<file path="src/hw/ghp_map.svh">
// constants of the graphics host bus and transfer port
// assumes inclusion by every design file of the port
`ifndef GHP_MAP_SVH
`define GHP_MAP_SVH

`define GHP_ADDR_W 22
`define GHP_DATA_W 16
`define GHP_MODE_X1 3'h0
`define GHP_MODE_X2 3'h1
`define GHP_MODE_X4 3'h2
`define GHP_MULT_X1 2'h0
`define GHP_MULT_X2 2'h1
`define GHP_MULT_X4 2'h2
`define GHP_MULT_BAD 2'h3
`define GHP_XMODE_MEM 2'h1
`define GHP_XMODE_IMG 2'h3
`define GHP_AMODE_SINGLE_A 2'h0
`define GHP_AMODE_SINGLE_B 2'h1
`define GHP_AMODE_DUAL 2'h2
`define GHP_BE_WORD 2'h3
`define GHP_WAIT_MAX_CYC 3
`define GHP_WAIT_MIN_CYC 1

`endif

</file>
<file path="src/hw/ghp_pkg.sv">
// types shared by the graphics host bus and transfer port
// assumes the constant header ghp_map.svh
`include "ghp_map.svh"
`default_nettype none
package ghp_pkg;
    typedef enum logic [2:0] {
        GHP_IDLE = 3'h1,
        GHP_BUSY = 3'h2,
        GHP_DONE = 3'h4
    } ghp_state_type;

    typedef struct packed {
        logic is_reg;
        logic write;
        logic [1:0] byte_en;
        logic [`GHP_ADDR_W-1:0] addr;
        logic [`GHP_DATA_W-1:0] wdata;
    } ghp_req_type;

    typedef struct packed {
        logic [1:0] xfer_mode;
        logic [1:0] addr_mode;
        logic [`GHP_ADDR_W-1:0] start_addr;
        logic [`GHP_ADDR_W-1:0] word_count;
    } ghp_xfer_cfg_type;
endpackage : ghp_pkg
`default_nettype wire

</file>
<file path="src/hw/ghp_dma_counter.sv">
// on-chip address and word counter for transfer cycles
// assumes load and step are never high together
`include "ghp_map.svh"
`default_nettype none
module ghp_dma_counter (
    input wire logic clk,
    input wire logic srst,
    input wire logic load,
    input wire logic step,
    input wire logic [`GHP_ADDR_W-1:0] start_addr,
    input wire logic [`GHP_ADDR_W-1:0] word_count,
    output logic [`GHP_ADDR_W-1:0] addr,
    output logic last
);
    logic [`GHP_ADDR_W-1:0] addr_q, addr_d, left_q, left_d;

    always_comb begin
        addr_d = addr_q;
        left_d = left_q;
        if (load) begin
            addr_d = start_addr;
            left_d = word_count;
        end else if (step) begin
            addr_d = addr_q + `GHP_ADDR_W'(1);
            left_d = left_q - `GHP_ADDR_W'(1);
        end
    end

    always_ff @(posedge clk) begin
        if (srst) begin
            addr_q <= '0;
            left_q <= '0;
        end else begin
            addr_q <= addr_d;
            left_q <= left_d;
        end
    end

    assign addr = addr_q;
    assign last = (left_q == `GHP_ADDR_W'(1));
endmodule : ghp_dma_counter
`default_nettype wire

</file>
<file path="src/hw/ghp_host_port.sv">
// host bus and cycle-stealing transfer port of the graphics controller
// assumes host pins synchronous to CLK_SYS; internal side answers via ready/valid
`include "ghp_map.svh"
`default_nettype none
// Behaviour
// - mode pins captured once after reset
// - mode pins pick x1, x2, x4 multiplier
// - reset returns pins and state to initial
// - memory select or register select decodes target
// - byte address; registers word only
// - write strobes choose low, high or word
// - wait asserted within three cycles of access
// - wait lasts at least one operating cycle
// - reads are whole words on read strobe
// - request raised when transfer set up
// - address mode picks single or dual timing
// - dual mode selected by acknowledge, select ignored
// - counter supplies addresses and counts words
module ghp_host_port (
    input wire logic CLK_SYS,
    input wire logic SRST,
    input wire logic CLK_MULT_SEL_BIT2,
    input wire logic CLK_MULT_SEL_BIT1,
    input wire logic CLK_MULT_SEL_BIT0,
    output logic [1:0] CLK_MULT,
    output logic MODE_PROHIBITED,
    input wire logic MEMORY_SELECT_N,
    input wire logic REGISTER_SELECT_N,
    input wire logic READ_STROBE_N,
    input wire logic WRITE_STROBE_LOW_BYTE_N,
    input wire logic WRITE_STROBE_HIGH_BYTE_N,
    input wire logic [`GHP_ADDR_W-1:0] ADDR,
    input wire logic [`GHP_DATA_W-1:0] DATA_IN,
    output logic [`GHP_DATA_W-1:0] DATA_OUT,
    output logic DATA_OE,
    output logic WAIT_N,
    output logic TRANSFER_REQUEST_N,
    input wire logic TRANSFER_ACK_N,
    input wire ghp_pkg::ghp_xfer_cfg_type XFER_CFG,
    input wire logic XFER_START,
    output logic XFER_ACTIVE,
    output logic XFER_FINISHED_FLAG,
    output logic ACCESS_ERROR,
    output logic INT_REQ_VALID,
    output ghp_pkg::ghp_req_type INT_REQ,
    input wire logic INT_REQ_READY,
    input wire logic INT_RD_VALID,
    input wire logic [`GHP_DATA_W-1:0] INT_RD_DATA
);
    import ghp_pkg::*;

    function automatic logic [1:0] mult_decode(input logic [2:0] pins);
        unique case (pins)
            `GHP_MODE_X1: mult_decode = `GHP_MULT_X1;
            `GHP_MODE_X2: mult_decode = `GHP_MULT_X2;
            `GHP_MODE_X4: mult_decode = `GHP_MULT_X4;
            default: mult_decode = `GHP_MULT_BAD;
        endcase
    endfunction : mult_decode

    // mode strap capture
    logic [2:0] mode_pins;
    logic mode_taken_q, mode_taken_d;
    logic [1:0] mult_q, mult_d;

    assign mode_pins = {CLK_MULT_SEL_BIT2, CLK_MULT_SEL_BIT1, CLK_MULT_SEL_BIT0};

    always_comb begin
        mode_taken_d = 1'b1;
        mult_d = mult_q;
        if (!mode_taken_q) begin
            mult_d = mult_decode(mode_pins);
        end
    end

    always_ff @(posedge CLK_SYS) begin
        if (SRST) begin
            mode_taken_q <= 1'b0;
            mult_q <= `GHP_MULT_X1;
        end else begin
            mode_taken_q <= mode_taken_d;
            mult_q <= mult_d;
        end
    end

    assign CLK_MULT = mult_q;
    assign MODE_PROHIBITED = mode_taken_q && (mult_q == `GHP_MULT_BAD);

    // access decode
    logic strobe_any, wr_any, cpu_sel, dma_sel, dual_q, cfg_ok;
    ghp_state_type state_q, state_d;
    ghp_req_type req_q, req_d;
    logic drop_q, drop_d, from_dma_q, from_dma_d, wait_n_q, wait_n_d;
    logic [`GHP_DATA_W-1:0] rdata_q, rdata_d;
    logic active_q, active_d, fin_q, fin_d, err_q, err_d, dual_d;
    logic [1:0] xmode_q, xmode_d;
    logic done, load, step, last;
    logic [`GHP_ADDR_W-1:0] cnt_addr;

    assign wr_any = !WRITE_STROBE_LOW_BYTE_N || !WRITE_STROBE_HIGH_BYTE_N;
    assign strobe_any = !READ_STROBE_N || wr_any;
    assign cpu_sel = (!MEMORY_SELECT_N ^ !REGISTER_SELECT_N) && TRANSFER_ACK_N;
    // acknowledge with the strobe of the mode selects; memory select is not looked at
    assign dma_sel = active_q && !TRANSFER_ACK_N
        && (dual_q ? wr_any : !READ_STROBE_N);
    assign cfg_ok = (XFER_CFG.xfer_mode == `GHP_XMODE_MEM || XFER_CFG.xfer_mode == `GHP_XMODE_IMG)
        && (XFER_CFG.addr_mode != 2'h3) && (XFER_CFG.word_count != '0);
    assign load = XFER_START && !active_q && cfg_ok;
    assign done = drop_q || (req_q.write ? INT_REQ_READY : INT_RD_VALID);
    assign step = (state_q == GHP_BUSY) && done && from_dma_q;

    always_comb begin
        state_d = state_q;
        req_d = req_q;
        drop_d = drop_q;
        from_dma_d = from_dma_q;
        wait_n_d = wait_n_q;
        rdata_d = rdata_q;
        err_d = 1'b0;
        unique case (state_q)
            GHP_IDLE: begin
                if (dma_sel) begin
                    req_d.is_reg = (xmode_q == `GHP_XMODE_IMG);
                    req_d.write = 1'b1;
                    req_d.byte_en = `GHP_BE_WORD;
                    req_d.addr = cnt_addr;
                    req_d.wdata = DATA_IN;
                    drop_d = 1'b0;
                    from_dma_d = 1'b1;
                    wait_n_d = 1'b0;
                    state_d = GHP_BUSY;
                end else if (cpu_sel && strobe_any) begin
                    req_d.is_reg = !REGISTER_SELECT_N;
                    req_d.write = READ_STROBE_N;
                    req_d.byte_en = READ_STROBE_N
                        ? {!WRITE_STROBE_HIGH_BYTE_N, !WRITE_STROBE_LOW_BYTE_N}
                        : `GHP_BE_WORD;
                    req_d.addr = ADDR;
                    req_d.wdata = DATA_IN;
                    // byte write to a register is dropped
                    drop_d = !REGISTER_SELECT_N && READ_STROBE_N
                        && !(!WRITE_STROBE_HIGH_BYTE_N && !WRITE_STROBE_LOW_BYTE_N);
                    err_d = drop_d;
                    from_dma_d = 1'b0;
                    wait_n_d = 1'b0;
                    state_d = GHP_BUSY;
                end
            end
            GHP_BUSY: begin
                if (done) begin
                    wait_n_d = 1'b1;
                    if (!req_q.write) begin
                        rdata_d = INT_RD_DATA;
                    end
                    state_d = GHP_DONE;
                end
            end
            GHP_DONE: begin
                if (!strobe_any) begin
                    state_d = GHP_IDLE;
                end
            end
            default: begin
                state_d = GHP_IDLE;
                wait_n_d = 1'b1;
            end
        endcase
    end

    always_ff @(posedge CLK_SYS) begin
        if (SRST) begin
            state_q <= GHP_IDLE;
            req_q <= '0;
            drop_q <= 1'b0;
            from_dma_q <= 1'b0;
            wait_n_q <= 1'b1;
            rdata_q <= '0;
            err_q <= 1'b0;
        end else begin
            state_q <= state_d;
            req_q <= req_d;
            drop_q <= drop_d;
            from_dma_q <= from_dma_d;
            wait_n_q <= wait_n_d;
            rdata_q <= rdata_d;
            err_q <= err_d;
        end
    end

    // transfer control
    always_comb begin
        active_d = active_q;
        fin_d = fin_q;
        dual_d = dual_q;
        xmode_d = xmode_q;
        if (load) begin
            active_d = 1'b1;
            fin_d = 1'b0;
            dual_d = (XFER_CFG.addr_mode == `GHP_AMODE_DUAL);
            xmode_d = XFER_CFG.xfer_mode;
        end else if (step && last) begin
            active_d = 1'b0;
            fin_d = 1'b1;
        end
    end

    always_ff @(posedge CLK_SYS) begin
        if (SRST) begin
            active_q <= 1'b0;
            fin_q <= 1'b0;
            dual_q <= 1'b0;
            xmode_q <= `GHP_XMODE_MEM;
        end else begin
            active_q <= active_d;
            fin_q <= fin_d;
            dual_q <= dual_d;
            xmode_q <= xmode_d;
        end
    end

    ghp_dma_counter u_counter (
        .clk(CLK_SYS),
        .srst(SRST),
        .load(load),
        .step(step),
        .start_addr(XFER_CFG.start_addr),
        .word_count(XFER_CFG.word_count),
        .addr(cnt_addr),
        .last(last)
    );

    // request falls anew for every word
    assign TRANSFER_REQUEST_N = !(active_q && state_q == GHP_IDLE);
    assign XFER_ACTIVE = active_q;
    assign XFER_FINISHED_FLAG = fin_q;
    assign ACCESS_ERROR = err_q;
    assign WAIT_N = wait_n_q;
    assign DATA_OUT = rdata_q;
    assign DATA_OE = (state_q == GHP_DONE) && !req_q.write && !READ_STROBE_N;
    assign INT_REQ_VALID = (state_q == GHP_BUSY) && !drop_q;
    assign INT_REQ = req_q;

    // checks
    property p_mode_hold;
        @(posedge CLK_SYS) disable iff (SRST)
        mode_taken_q && $past(mode_taken_q) |-> $stable(CLK_MULT);
    endproperty
    a_mode_hold: assert property (p_mode_hold) else $error("mode changed after capture");

    property p_mode_decode;
        @(posedge CLK_SYS) disable iff (SRST)
        $rose(mode_taken_q) |-> CLK_MULT == mult_decode($past(mode_pins));
    endproperty
    a_mode_decode: assert property (p_mode_decode) else $error("bad multiplier code");

    property p_reset_state;
        @(posedge CLK_SYS) SRST |=> WAIT_N && TRANSFER_REQUEST_N && !XFER_FINISHED_FLAG;
    endproperty
    a_reset_state: assert property (p_reset_state) else $error("outputs not initial");

    property p_decode;
        @(posedge CLK_SYS) disable iff (SRST)
        state_q == GHP_IDLE && !dma_sel && cpu_sel && strobe_any
        |=> state_q == GHP_BUSY && INT_REQ.is_reg == !$past(REGISTER_SELECT_N);
    endproperty
    a_decode: assert property (p_decode) else $error("wrong access target");

    property p_byte_lanes;
        @(posedge CLK_SYS) disable iff (SRST)
        state_q == GHP_IDLE && !dma_sel && cpu_sel && READ_STROBE_N && wr_any
        |=> INT_REQ.byte_en
            == {!$past(WRITE_STROBE_HIGH_BYTE_N), !$past(WRITE_STROBE_LOW_BYTE_N)};
    endproperty
    a_byte_lanes: assert property (p_byte_lanes) else $error("byte lanes wrong");

    property p_wait_soon;
        @(posedge CLK_SYS) disable iff (SRST)
        state_q == GHP_IDLE && (dma_sel || (cpu_sel && strobe_any)) |-> ##[1:3] !WAIT_N;
    endproperty
    a_wait_soon: assert property (p_wait_soon) else $error("wait late");

    property p_wait_min;
        @(posedge CLK_SYS) disable iff (SRST)
        $fell(WAIT_N) |-> state_q == GHP_BUSY;
    endproperty
    a_wait_min: assert property (p_wait_min) else $error("wait too short");

    property p_wait_hold;
        @(posedge CLK_SYS) disable iff (SRST)
        INT_REQ_VALID && !(INT_REQ.write ? INT_REQ_READY : INT_RD_VALID) |=> !WAIT_N;
    endproperty
    a_wait_hold: assert property (p_wait_hold) else $error("wait released early");

    property p_read_word;
        @(posedge CLK_SYS) disable iff (SRST)
        INT_REQ_VALID && !INT_REQ.write |-> INT_REQ.byte_en == `GHP_BE_WORD;
    endproperty
    a_read_word: assert property (p_read_word) else $error("partial read");

    property p_request;
        @(posedge CLK_SYS) disable iff (SRST)
        // a host access in flight delays the request legally
        load && state_q == GHP_IDLE && !strobe_any |=> !TRANSFER_REQUEST_N;
    endproperty
    a_request: assert property (p_request) else $error("no transfer request");

    property p_dma_addr;
        @(posedge CLK_SYS) disable iff (SRST)
        state_q == GHP_IDLE && dma_sel |=> INT_REQ.addr == $past(cnt_addr) && from_dma_q;
    endproperty
    a_dma_addr: assert property (p_dma_addr) else $error("bus address used");

    property p_finish;
        @(posedge CLK_SYS) disable iff (SRST)
        step && last |=> XFER_FINISHED_FLAG && !XFER_ACTIVE && TRANSFER_REQUEST_N;
    endproperty
    a_finish: assert property (p_finish) else $error("finish not flagged");

    c_cpu_read: cover property (@(posedge CLK_SYS) disable iff (SRST)
        INT_REQ_VALID && !INT_REQ.write ##1 DATA_OE);
    c_dual_word: cover property (@(posedge CLK_SYS) disable iff (SRST) dual_q && step);
    c_finish: cover property (@(posedge CLK_SYS) disable iff (SRST) $rose(XFER_FINISHED_FLAG));
endmodule : ghp_host_port
`default_nettype wire

</file>
<file path="config.mk">
export PLATFORM = sky130hd
export DESIGN_NAME = ghp_host_port
export DESIGN_NICKNAME = d
export VERILOG_FILES = /design/src/hw/ghp_pkg.sv /design/src/hw/ghp_dma_counter.sv /design/src/hw/ghp_host_port.sv
export VERILOG_INCLUDE_DIRS = /design/src /design/src/hw
export SDC_FILE = /design/constraint.sdc
export NUM_CORES = 1
export LEC_CHECK = 0
export ABC_AREA = 1
export BUFFER_PORTS_ARGS = -buffer_cell sky130_fd_sc_hd__buf_2
export CAP_MARGIN = 10
export CORE_MARGIN = 8
export CORE_UTILIZATION = 50
export CTS_BUF_LIST = sky130_fd_sc_hd__clkbuf_4
export CTS_CLUSTER_DIAMETER = 60
export DETAILED_ROUTE_END_ITERATION = 6
export GPL_TIMING_DRIVEN = 1
export MAX_ROUTING_LAYER = met4
export PLACE_DENSITY = 0.83
export SETUP_SLACK_MARGIN = 0.4
export SYNTH_ARGS = -nofsm -noshare
export SYNTH_HDL_FRONTEND = slang
export SYNTH_SLANG_ARGS = --single-unit
</file>
<file path="constraint.sdc">
create_clock -name CLK_SYS -period 1.6 [get_ports CLK_SYS]
set_input_delay 0.24 -clock CLK_SYS [delete_from_list [all_inputs] [get_ports CLK_SYS]]
set_output_delay 0.24 -clock CLK_SYS [all_outputs]
set_load 0.1 [all_outputs]
</file>
==> metrics.md, run 1 <==
| Metric | Value |
|---|---|
| Status | `aborted with a tool error` |
| Fail Step | `global routing (5_1_grt)` |
| Error msg | `[ERROR DPL-0038] Utilization greater than 100%, impossible to legalize` |
| Synth Instances | `1024` |
| Prevailing post-synth register cell | `dfxtp_1` |
| Die Y | `130 um` |
| Syn. warnings | `0` |
| Netlist cell types | `38` |
| FP Rows | `41` |
| Root Buffer | `clkbuf_4` |
| Die width | `130 um` |
| Placer Congestion | `0.963` |
| Worst ep type | `top-level output` |
| CTS Buf Count | `17` |
| Asr flop ratio synth | `0%` |
| Flops & latches, synth | `117` |
| Mapped cell area | `0.00644 sq mm` |
| Sink Count | `117` |
| Syn Area/Cell | `6.29 sq um` |
| Post-GRT worst EP | `INT_REQ_VALID` |
| Largest net degree at the start of global routing | `39` |
| Post-DP HPWL | `15100 um` |
| Synthesized net count | `1143` |
| Max Buffers Root-to-Sink | `2` |
| Sequential area share after synthesis | `36.3%` |
| Initial Util | `51.1%` |
| H-tree levels | `4` |
| Port bufs | `183` |
| Post-synth EDFFs | `0` |
| IO Pins | `184` |
cells in the mapped netlist, types with 2 or more instances:
| cell | count | area, sq um |
|---|---|---|
| inv_2 | 3 | 11.3 |
| inv_1 | 87 | 327 |
| buf_6 | 2 | 22.5 |
| or2_1 | 2 | 12.5 |
| o21ai_0 | 61 | 305 |
| clkbuf_1 | 16 | 60.1 |
| o21ai_1 | 2 | 10.0 |
| buf_1 | 2 | 7.51 |
| nand2_1 | 257 | 965 |
| nand3_1 | 154 | 771 |
| buf_4 | 7 | 52.6 |
| a31oi_1 | 3 | 18.8 |
| a21oi_1 | 48 | 240 |
| dfxtp_1 | 117 | 2340 |
| nand3b_1 | 8 | 60.1 |
| nand4_1 | 12 | 75.1 |
| nor3_1 | 6 | 30.0 |
| ha_1 | 3 | 37.5 |
| nand2_2 | 3 | 18.8 |
| nor2_1 | 171 | 642 |
| buf_2 | 25 | 125 |
| xor2_1 | 16 | 140 |
| o211ai_1 | 2 | 15.0 |
| xnor2_1 | 3 | 26.3 |
through the flow:
| stage | setup TNS [ns] | cells | area (sq um) | setup slack, ns |
|---|---|---|---|---|
| detailed placement | -8.29 | 1378 | 7930 | -0.188 |
| floorplan | 0 | 1024 | 6620 | 0.0630 |
| global placement | -6.99 | 1378 | 7930 | -0.168 |
| CTS | -0.817 | 1533 | 12200 | -0.341 |
cell families after synthesis:
| kind of cell | Yosys count | share of synthesized area (%) |
|---|---|---|
| simple gates | 623 | 41.5 |
| compound gates | 119 | 9.50 |
| buf+inv | 143 | 9.48 |
| flops | 117 | 36.3 |
| xor+xnor | 19 | 2.58 |
| fa+ha+maj | 3 | 0.583 |
timing repair:
action / 4_1_cts
hold buffers: 51
gates cloned: 32
resized for setup: 677
endpoints found under the setup margin: 180
pin swaps: 140
setup buffers: 40
endpoints found under the hold margin: 50
==> run 2: changes to the inputs <==
CORE_UTILIZATION = 35   (was 50)
CTS_BUF_LIST = default   (was sky130_fd_sc_hd__clkbuf_4)
CTS_CLUSTER_DIAMETER = default   (was 60)
MAX_ROUTING_LAYER = default   (was met4)
PLACE_DENSITY = default   (was 0.83)
PLACE_DENSITY_LB_ADDON = 0.15   (was default)
SETUP_SLACK_MARGIN = default   (was 0.4)
==> metrics.md, run 2 <==
| Metric | Value |
|---|---|
| Status | `complete, but fails checks` |
| Failing checks | `setup timing` |
| Die Y | `152 um (+17%)` |
| Peak supply drop | `0.759 mV` |
| PnR worst setup slack | `-0.0623 ns` |
| Vias per cell | `4.83` |
| Share of cells above drive strength 1 | `28.8%` |
| Final cell count without fillers | `1497` |
| Fill count | `1897` |
| Synthesized net count | `1143 (unchanged)` |
| Die width | `152 um (+17%)` |
| Largest net degree at the start of global routing | `46` |
| Final period util | `104%` |
| CTS tree | `yes` |
| Initial Util | `35.7% (-15 points)` |
| # nets final | `1375` |
| Placed instance count | `1455 (+5.6%)` |
| Max Buffers Root-to-Sink | `2 (unchanged)` |
| Via count | `7228` |
| 1st-iter DRT viols | `462` |
| Peak Freq | `602 MHz` |
| CP max FO | `6` |
| Slew Limit Fails | `0` |
| Sink Count | `117 (unchanged)` |
| Ant diodes | `0` |
| Antenna violations before repair | `0` |
| Top cells by area, synth | `dfxtp_1 36%, nand2_1 15%, nand3_1 12%, nor2_1 10%, inv_1 5.1%` |
| Cell accounting for the most synthesized area | `dfxtp_1` |
| Syn-to-layout area delta | `39.9%` |
| Final core utilization | `50.0%` |
| Prevailing post-synth register cell | `dfxtp_1` |
| Fin Setup TNS | `-0.105 ns` |
| FP Rows | `49 (+20%)` |
| Largest register FFs | `42` |
| Netlist cell types | `38 (unchanged)` |
| Max-cap violations | `0` |
| RSZ-0062 raised after global routing | `yes` |
| First-pass GRT wire length | `34100 um` |
| GRT Total Usage | `18.6%` |
| Mapped cell area | `0.00644 sq mm (unchanged)` |
| HP Class | `in -> reg` |
| CTS Buf Count | `17 (unchanged)` |
| Post-synth EDFFs | `0 (unchanged)` |
| Worst Max-Slew Pin Slew | `0.508 ns` |
| Hold Vio Cnt, Final | `0` |
| Clk_skew | `0.0110 ns` |
| Asr flop ratio synth | `0% (unchanged)` |
| Synth Instances | `1024 (unchanged)` |
| Critical path startpoint category | `flop` |
| Placement Cell Area | `0.00809 sq mm (+2.1%)` |
| H-tree levels | `4 (unchanged)` |
| Setup-failing EPs final | `2` |
| GRT overflow | `0` |
| Commonest cells in the netlist | `257 x nand2_1, 171 x nor2_1, 154 x nand3_1` |
| Vias in the first global route | `6825` |
| Req. time, crit path | `1.36 ns` |
| Crit path DAT | `1.42 ns` |
| Slew headroom | `66.4%` |
| Commonest non-fill, non-tap cells in the layout | `253 x nand2_1, 179 x buf_2, 151 x nor2_1, 147 x nand3_1, 104 x dfxtp_1` |
| WL/cell | `14.5 um` |
| Most common cell in the netlist | `nand2_1` |
| Core outline area | `0.0180 sq mm` |
| Clk pin slew, worst setup/hold paths | `0.06 ns` |
| Commonest non-fill, non-tap cell in the layout | `nand2_1` |
| Crit path kind | `reg -> out` |
| Min Tclk post-route | `1.66 ns` |
| Pre-Repair DR Iteration Count | `5` |
| Clk_lat worst skew | `0.42 ns` |
| Power per cell area | `1080 mW/mm^2` |
| Port bufs | `183 (unchanged)` |
| Syn. warnings | `0 (unchanged)` |
| Syn Area/Cell | `6.29 sq um (unchanged)` |
| Root Buffer | `clkbuf_16` |
| Yosys top cell area share | `36.3% (unchanged)` |
| Leak pwr | `4.49 nW` |
| Routed Wire Length | `21700 um` |
| CP Capture Type | `output port` |
| Post-route DRC | `0` |
| Die ar. | `0.0230 sq mm` |
| Placer Congestion | `0.919 (-4.5%)` |
| IO Pins | `184 (unchanged)` |
| Final Cell Area | `0.00901 sq mm` |
| Antenna viol nets, final | `0` |
| Sequential area share after synthesis | `36.3% (unchanged)` |
| Post-DP HPWL | `16400 um (+8.8%)` |
| Flops & latches, synth | `117 (unchanged)` |
-- run 2: path summary, 6_finish.rpt --
path                                         from            endpoint  slack, ns  depth (start not counted)
worst max-delay path                   state_q[0]  TRANSFER_REQUEST_N      -0.06                          5
worst min-delay path            CLK_MULT_SEL_BIT0         CLK_MULT[0]       0.03                          3
worst max register to register         state_q[0]        DATA_OUT[13]       0.08                          9
worst min register to register         xmode_q[0]          xmode_q[0]       0.45                          1
-- run 2: cells by family (layout without fill, tap and decap cells) --
logic type / after synthesis / in the layout / synth area share, %
AND/OR/NAND/NOR: 623 / 623 / 41.5
buffers and inverters: 143 / 387 / 9.48
AO/OA/AOI/OAI: 119 / 119 / 9.50
flip-flops: 117 / 117 / 36.3
XOR/XNOR: 19 / 19 / 2.58
adder cells (fa/ha/maj): 3 / 3 / 0.583
-- run 2: critical path: stages (launching register included) --
cell     delay (ns)
dfxtp_4        0.37
inv_4          0.05
nor3_4         0.22
buf_6          0.16
nand2_4        0.05
buf_12         0.16
-- run 2: stage by stage --
stage | total power [mW] | setup WS [ns] | hold WS (ns)
2_1_floorplan | 5.07 | 0.0290 | 0.359
3_3_place_gp | 5.75 | -0.0889 | 0.424
3_5_place_dp | 5.76 | -0.121 | 0.433
4_1_cts | 9.72 | -0.112 | 0.0249
5_1_grt | 10.2 | -0.129 | 0.0258
6_report | 9.70 | -0.0623 | 0.0323
-- run 2: routing by layer --
metal | up-vias | wire length [um] | global-route usage, %
met3 | 21 | 1430 | 4.43
li1 | 3759 | - | -
met5 | - | 0 | 0
met2 | 207 | 10200 | 31.0
met4 | 0 | 231 | 4.65
met1 | 3241 | 9850 | 23.7
-- run 2: area by class of cell --
class	instances	area [sq um]	share of cell area, %
clock buffers	17	425	4.72
clock inverters	14	179	1.99
inverters	90	352	3.90
multi-input cells	764	3670	40.7
flip-flops and latches	117	2370	26.3
well taps	229	287	3.18
repair buffers	266	1730	19.2
-- run 2: timing repair --
item	in CTS	in global routing
hold buffers	0	0
setup endpoints to repair	6	65
cloned	0	1
resized for setup	13	53
buffers inserted	3	7
pin swaps	3	8
-- run 2: power breakdown --
part	switching (mW)	total (mW)	internal (mW)	leakage [nW]
Clock	1.47	3.92	2.45	0.286
Sequential	0.140	3.24	3.10	0.960
Combinational	1.82	2.54	0.716	3.25
Total	3.43	9.70	6.27	4.49
No activity file was read; power rests on OpenSTA's default activity.
